$ cat config.mk
export PLATFORM = sky130hd
export DESIGN_NAME = dcio_top
export DESIGN_NICKNAME = d
export VERILOG_FILES = /design/src/hw/dcio_pkg.sv /design/src/hw/dcio_tick_if.sv /design/src/hw/dcio_top.sv /design/src/hw/dcio_timer.sv
export VERILOG_INCLUDE_DIRS = /design/src /design/src/hw
export SDC_FILE = /design/constraint.sdc
export NUM_CORES = 2
export LEC_CHECK = 0
export ABC_AREA = 1
export BUFFER_PORTS_ARGS = -buffer_cell sky130_fd_sc_hd__buf_2
export CAP_MARGIN = 20
export CELL_PAD_IN_SITES_DETAIL_PLACEMENT = 0
export CELL_PAD_IN_SITES_GLOBAL_PLACEMENT = 1
export CORE_AREA = 4 4 497 499
export DETAILED_ROUTE_END_ITERATION = 12
export DIE_AREA = 0 0 501 503
export GPL_TIMING_DRIVEN = 0
export PLACE_DENSITY = 0.6
export SYNTH_ARGS = -nofsm -noshare
export SYNTH_HDL_FRONTEND = slang
export SYNTH_SLANG_ARGS = --single-unit
$ cat constraint.sdc
create_clock -name CLK -period 2.8 [get_ports CLK]
set_clock_uncertainty 0.15 [all_clocks]
set_input_delay 0.42 -clock CLK [delete_from_list [all_inputs] [get_ports CLK]]
set_output_delay 0.42 -clock CLK [all_outputs]
set_load 0.02 [all_outputs]
$ cat src/hw/dcio_cfg.svh
`ifndef DCIO_CFG_SVH
`define DCIO_CFG_SVH
// transmission cycle times in microseconds, per point count
`define DCIO_CYC64_US 2400
`define DCIO_CYC128_US 3600
`define DCIO_CYC256_US 6000
`define DCIO_CYC512_US 10700
// bridge processing time in microseconds
`define DCIO_PROC_US 1500
// clock rate in MHz
`define DCIO_CLK_MHZ 100
// point count select codes
`define DCIO_PTS64 2'h0
`define DCIO_PTS128 2'h1
`define DCIO_PTS256 2'h2
`define DCIO_PTS512 2'h3
`endif

$ cat src/hw/dcio_pkg.sv
package dcio_pkg;
	typedef logic [1:0] dcio_pts_t;
	typedef enum logic [1:0] {DCIO_IDLE, DCIO_WAIT, DCIO_DONE} dcio_st_e;
endpackage

$ cat src/hw/dcio_tick_if.sv
`timescale 1ns/1ps
// cycle timing signals between the top and the timer
interface dcio_tick_if;
	logic [1:0] pts;
	logic cyc_tick;
	logic proc_tick;
	logic proc_start;
	modport tmr (input pts, input proc_start, output cyc_tick, output proc_tick);
	modport top (output pts, output proc_start, input cyc_tick, input proc_tick);
endinterface

$ cat src/hw/dcio_top.sv
`timescale 1ns/1ps
`include "dcio_cfg.svh"
// How it works
// - with check on, a masked input bit updates only after two equal consecutive receptions
// - check gives one to two cycle times from line change to input update
// - cycle is 2.4ms for 64 points and 3.6ms for 128 points
// - cycle is 6.0ms for 256 points and 10.7ms for 512 points
// - with check off, line delay lies between zero and one cycle time
// - input path adds 1.5ms bridge processing before device area changes
// - output path sends the held frame on the cycle tick with no bridge processing delay
module dcio_top #(
	parameter int NIN = 256,
	parameter int CYC64 = `DCIO_CYC64_US * `DCIO_CLK_MHZ,
	parameter int CYC128 = `DCIO_CYC128_US * `DCIO_CLK_MHZ,
	parameter int CYC256 = `DCIO_CYC256_US * `DCIO_CLK_MHZ,
	parameter int CYC512 = `DCIO_CYC512_US * `DCIO_CLK_MHZ,
	parameter int PROC = `DCIO_PROC_US * `DCIO_CLK_MHZ
) (
	// clock and reset
	input wire logic CLK,
	input wire logic RST,
	// configuration, sampled at reset release
	input wire logic DCHK_EN,
	input wire dcio_pkg::dcio_pts_t PTS_SEL,
	input wire logic [NIN-1:0] CHK_MASK,
	// line side input frame
	input wire logic [NIN-1:0] LINE_IN,
	input wire logic LINE_VALID,
	// line side output frame
	input wire logic [NIN-1:0] HOST_OUT,
	output logic [NIN-1:0] LINE_OUT,
	output logic LINE_OUT_STB,
	// device side input area
	output logic [NIN-1:0] IN_AREA,
	output logic IN_STB,
	// cycle timing
	output logic CYC_TICK
);
	// elaboration check on the frame width
	if (NIN < 1 || NIN > 256) begin : g_nin_chk
		$error("dcio_top: NIN out of range");
	end
	dcio_tick_if tk();
	logic init_q, init_d;
	logic en_q, en_d;
	dcio_pkg::dcio_pts_t pts_q, pts_d;
	logic [NIN-1:0] msk_q, msk_d;
	logic [NIN-1:0] prev_q, prev_d, filt_q, filt_d, stage_q, stage_d;
	logic [NIN-1:0] area_q, area_d, lo_q, lo_d, hold_q, hold_d;
	logic stb_q, stb_d, lstb_q, lstb_d, ovalid_q, ovalid_d;
	dcio_pkg::dcio_st_e st_q, st_d;
	dcio_timer #(.CYC64(CYC64), .CYC128(CYC128), .CYC256(CYC256), .CYC512(CYC512),
		.PROC(PROC)) u_tmr (.clk(CLK), .rst(RST), .tk(tk));
	assign tk.pts = pts_q;
	assign tk.proc_start = LINE_VALID || (tk.cyc_tick && ovalid_q);
	assign CYC_TICK = tk.cyc_tick;
	assign IN_AREA = area_q;
	assign IN_STB = stb_q;
	assign LINE_OUT = lo_q;
	assign LINE_OUT_STB = lstb_q;
	// double check of one frame against the previous one
	function automatic logic [NIN-1:0] dchk(input logic [NIN-1:0] cur, input logic [NIN-1:0] prv,
		input logic [NIN-1:0] held, input logic [NIN-1:0] m, input logic en);
		logic [NIN-1:0] eq;
		eq = ~(cur ^ prv);
		if (!en)
			dchk = cur;
		else
			dchk = ((cur & eq) | (held & ~eq)) & m | cur & ~m;
	endfunction
	//////////////////////////////////////////////////////////////////
	// configuration latch, settings take effect only from reset
	always_comb begin
		init_d = 1'b1;
		en_d = en_q;
		pts_d = pts_q;
		msk_d = msk_q;
		if (!init_q) begin
			en_d = DCHK_EN;
			pts_d = PTS_SEL;
			msk_d = CHK_MASK;
		end
	end
	//////////////////////////////////////////////////////////////////
	// input filter and processing delay to the area
	always_comb begin
		prev_d = prev_q;
		filt_d = filt_q;
		stage_d = stage_q;
		area_d = area_q;
		st_d = st_q;
		stb_d = 1'b0;
		if (LINE_VALID) begin
			filt_d = dchk(LINE_IN, prev_q, filt_q, msk_q, en_q);
			prev_d = LINE_IN;
			stage_d = filt_d;
			st_d = dcio_pkg::DCIO_WAIT;
		end else begin
			case (st_q)
				dcio_pkg::DCIO_IDLE: st_d = dcio_pkg::DCIO_IDLE;
				dcio_pkg::DCIO_WAIT: begin
					if (tk.proc_tick) begin
						area_d = stage_q;
						stb_d = 1'b1;
						st_d = dcio_pkg::DCIO_IDLE;
					end
				end
				default: st_d = dcio_pkg::DCIO_IDLE;
			endcase
		end
	end
	//////////////////////////////////////////////////////////////////
	// output path, held and sent on each cycle tick
	always_comb begin
		hold_d = HOST_OUT;
		ovalid_d = 1'b1;
		lo_d = lo_q;
		lstb_d = 1'b0;
		if (tk.cyc_tick && ovalid_q) begin
			lo_d = hold_q;
			lstb_d = 1'b1;
		end
	end
	//////////////////////////////////////////////////////////////////
	// registers
	always_ff @(posedge CLK) begin
		if (RST) begin
			init_q <= 1'b0;
			en_q <= 1'b0;
			pts_q <= `DCIO_PTS64;
			msk_q <= '0;
			prev_q <= '0;
			filt_q <= '0;
			stage_q <= '0;
			area_q <= '0;
			lo_q <= '0;
			hold_q <= '0;
			stb_q <= 1'b0;
			lstb_q <= 1'b0;
			ovalid_q <= 1'b0;
			st_q <= dcio_pkg::DCIO_IDLE;
		end else begin
			init_q <= init_d;
			en_q <= en_d;
			pts_q <= pts_d;
			msk_q <= msk_d;
			prev_q <= prev_d;
			filt_q <= filt_d;
			stage_q <= stage_d;
			area_q <= area_d;
			lo_q <= lo_d;
			hold_q <= hold_d;
			stb_q <= stb_d;
			lstb_q <= lstb_d;
			ovalid_q <= ovalid_d;
			st_q <= st_d;
		end
	end
endmodule // dcio_top

$ cat src/hw/dcio_timer.sv
`timescale 1ns/1ps
`include "dcio_cfg.svh"
// transmission cycle tick generator and processing delay timer
module dcio_timer #(
	parameter int CYC64 = `DCIO_CYC64_US * `DCIO_CLK_MHZ,
	parameter int CYC128 = `DCIO_CYC128_US * `DCIO_CLK_MHZ,
	parameter int CYC256 = `DCIO_CYC256_US * `DCIO_CLK_MHZ,
	parameter int CYC512 = `DCIO_CYC512_US * `DCIO_CLK_MHZ,
	parameter int PROC = `DCIO_PROC_US * `DCIO_CLK_MHZ
) (
	// clock and reset
	input wire logic clk,
	input wire logic rst,
	// timing
	dcio_tick_if.tmr tk
);
	// elaboration check: counts must fit the 24 bit counters
	if (CYC64 < 2 || CYC128 < 2 || CYC256 < 2 || CYC512 < 2 || PROC < 1 ||
		CYC512 > 16777215 || PROC > 16777215) begin : g_cnt_chk
		$error("dcio_timer: counts out of range");
	end
	logic [23:0] cnt_q, cnt_d, len;
	logic [23:0] pc_q, pc_d;
	logic pb_q, pb_d;
	// cycle length per point count
	always_comb begin
		case (tk.pts)
			`DCIO_PTS64: len = 24'(CYC64);
			`DCIO_PTS128: len = 24'(CYC128);
			`DCIO_PTS256: len = 24'(CYC256);
			default: len = 24'(CYC512);
		endcase
	end
	// cycle counter next state
	always_comb begin
		cnt_d = (cnt_q >= len - 24'h000001) ? 24'h000000 : cnt_q + 24'h000001;
		tk.cyc_tick = (cnt_q >= len - 24'h000001);
	end
	// processing delay next state
	always_comb begin
		pb_d = pb_q;
		pc_d = pc_q;
		tk.proc_tick = 1'b0;
		if (tk.proc_start) begin
			pb_d = 1'b1;
			pc_d = 24'h000000;
		end else if (pb_q) begin
			if (pc_q >= 24'(PROC) - 24'h000001) begin
				pb_d = 1'b0;
				tk.proc_tick = 1'b1;
			end else begin
				pc_d = pc_q + 24'h000001;
			end
		end
	end
	// registers
	always_ff @(posedge clk) begin
		if (rst) begin
			cnt_q <= 24'h000000;
			pc_q <= 24'h000000;
			pb_q <= 1'b0;
		end else begin
			cnt_q <= cnt_d;
			pc_q <= pc_d;
			pb_q <= pb_d;
		end
	end
endmodule // dcio_timer

==> results.cfg <==
[outcome]
status = complete, but fails checks
violations = setup timing

[finish]
final_core_util_pct = 37.7
fin_area_sq_um = 91300
fillers = 25300
final_nets = 11300
final_common_cell = nor2_1
drive_gt1_share_pct = 21.9
syn2layout_area_growth_pct = 50.2
mostFrequentLayoutCells = 1,664 x nor2_1, 1,590 x dfxtp_1, 1,409 x nand2_1

[place]
dp_hpwl_mm = 232
portBuffers = 1287
finalWeightedCongestion = 0.885
place_area_sq_um = 71600

[timing]
tightest_slew_ns = 0.953
worst_slack_ns = -0.694
fin_tns_setup_ns = -301.40
fin_crit_ns = 3.49
max_freq_ghz = 0.286
finalSetupViolations = 712
slew_headroom_pct = 36.5
maxSlewViolCount = 0
finalHoldViolCount = 0
finalCritPeriodShare_pct = 125
rsz0062_at_grt = true

[clock_network]
cts_tree = done
cts_made_buffers = 189
clk_pin_slew_worst_paths_ns = 0.06
clkLatencyLatePin_ns = 0.86
clockBufferDepth = 3
cts-root-buf = clkbuf_16
htree_levels = 4
cts_sinks = 1592

[critical_path]
required_ns = 3.38
slowest_stage = dfxtp_4
cp.depth = 24
path_cells = inv_6 > ha_4 > inv_2 > ha_4 > nand3b_1 > ha_1 > nand2_1 > nor3_2 > nand2_1 > nor2_1 > nand2_1 > nand3_4 > buf_12 > nand2_8 > nand4_1 > buf_12 > buf_12 > buf_6 > buf_16 > buf_12 > clkbuf_16 > nand2_2 > nand2_1 > nor2_1
path_delay_family = simple AND/OR/NAND/NOR gates
r2r_cells = 24
crit_buf_inv = 9
worst-path-max-fanout = 6
cp.arrival_ns = 4.07
cpPeakStageDelay_ns = 0.37
cp-end-kind = flop
critPathLaunchType = flop
worstSetupPathType = reg2reg

[grt]
grt_pass1_vias = 60500
grt_pass1_wl_mm = 417
grt_max_degree = 18
grt_overflow = 0
antenna_found_initial = 107
grt_usage_pct = 22.6

[floorplan]
initial_core_util_pct = 25.1
die_x_um = 501
die_y_um = 503
rows = 181
die_area_sq_um = 252000
core_sq_um = 243000
ios = 1289

[synth]
synth_edf_count = 0
synth-warning-count = 0
synth_cell_types = 37
synth_cells = 8056
synth_area_sq_um = 60800
synth_ff_type = dfxtp_1
seq_area_frac_synth_pct = 52.4
ys_ff_latch = 1592
avgSynthCellArea_sq_um = 7.55
syn_nets = 8859
async_flop_share_pct = 0

[routing]
first_pass_iters = 5
drc = 0
drt_iter0_markers = 3467
wirelength_mm = 299
viasPerCell = 4.41
wl_per_cell_um = 21.6
vias = 61200
final_antenna_net_count = 0

[pwr]
seqPwrFrac_pct = 43.6
swShare_pct = 26.8
powerDensity_nw_per_um2 = 617
switchingPower_w = 0.0151
p_leak_nw = 40.4
combPwrFrac_pct = 11.3
p_clk_share_pct = 45.1
peakVddDrop_mv = 0.472
power.total_w = 0.0564
p_int_w = 0.0412

[worst_hold_path]
holdPathStages = 4
hp-class = in2reg

[run]
cap_viol_max_count = 0
-- per-layer routing --
metal  vias up  wire, um  GRT usage [%]
met3       520     17700           5.11
met5         -       264              0
li1      30200         -              -
met2      1806    147000           40.1
met1     28700    121000           26.2
met4        44     12900           8.87
-- power groups by stage --
stage / clock [W] / sequential [W] / combinational, W
6_report: 0.0254 / 0.0245 / 0.00638
5_1_grt: 0.0270 / 0.0246 / 0.00699
4_1_cts: 0.0261 / 0.0245 / 0.00633
3_5_place_dp: 0 / 0.0250 / 0.00504
3_3_place_gp: 0 / 0.0249 / 0.00493
2_1_floorplan: 0 / 0.0250 / 0.00242
-- logic make-up (layout without fill, tap and decap cells) --
logic type / Yosys count / in the layout / share of synthesized area [%]
buffers and inverters: 1034 / 3586 / 6.86
adder cells (fa/ha/maj): 29 / 29 / 0.597
AND/OR/NAND/NOR: 3549 / 3549 / 22.2
other: 1 / 58 / 0.00617
XOR/XNOR: 267 / 267 / 3.85
AO/OA/AOI/OAI: 1584 / 1584 / 14.1
flip-flops: 1592 / 1592 / 52.4
-- worst paths after layout --
| check | start | to | slack, ns |
|---|---|---|---|
| worst max-delay path | pts_q[1] | IN_AREA[189] | -0.69 |
| worst min-delay path | HOST_OUT[196] | hold_q[196] | 0.13 |
| worst max register to register | pts_q[1] | IN_AREA[189] | -0.69 |
| worst min register to register | flop | IN_AREA[233] | 0.25 |
-- timing repair --
item                                    in CTS  in global routing
endpoints found under the hold margin     1027                  0
gates resized for setup                    521                508
endpoints found under the setup margin     795                838
hold buffers                               771                  0
setup buffers                               60                 37
pin swaps                                  125                196
gates cloned                                37                 26
-- cells in the mapped netlist (4+ instances only) --
| master | count | share of area [%] |
|---|---|---|
| dfxtp_1 | 1592 | 52 |
| nor2_1 | 1855 | 11 |
| nand3_1 | 27 | 0.22 |
| xor2_1 | 9 | 0.13 |
| buf_2 | 56 | 0.46 |
| a21oi_1 | 544 | 4.5 |
| nor3_1 | 13 | 0.11 |
| buf_1 | 11 | 0.068 |
| nand2_1 | 1623 | 10 |
| o21ai_0 | 777 | 6.4 |
| nor2_2 | 4 | 0.041 |
| clkbuf_1 | 363 | 2.2 |
| nand4_1 | 9 | 0.093 |
| ha_1 | 29 | 0.60 |
| buf_6 | 28 | 0.52 |
| xnor2_1 | 258 | 3.7 |
| inv_1 | 568 | 3.5 |
| nor3b_1 | 4 | 0.049 |
| o21bai_1 | 255 | 3.1 |
-- final cells by class --
class	count	area, sq um	area share (%)
sequential	1592	31900	34.9
clock inverter	73	1060	1.16
clock buffer	270	5420	5.94
multi-input combinational	5430	26600	29.2
timing repair buffer	2226	17300	19.0
buffer	444	2690	2.94
tap	3202	4010	4.39
inverter	573	2180	2.38
antenna	57	143	0.156
-- per-stage QoR --
step / instances / hold slack, ns / setup WS (ns)
3_5_place_dp: 12600 / 0.267 / -1.46
5_1_grt: 13800 / 0.0941 / -0.963
2_1_floorplan: 8056 / 0.258 / -0.0336
6_report: 13900 / 0.126 / -0.694
3_3_place_gp: 12500 / 0.265 / -3.20
4_1_cts: 13800 / 0.0332 / -0.779
-- worst min-delay path, stage by stage --
cell           delay (ns)
dlygate4sd3_1        0.52
buf_2                0.09
inv_1                0.03
nor2_1               0.06
(Power assumes the default switching activity.)
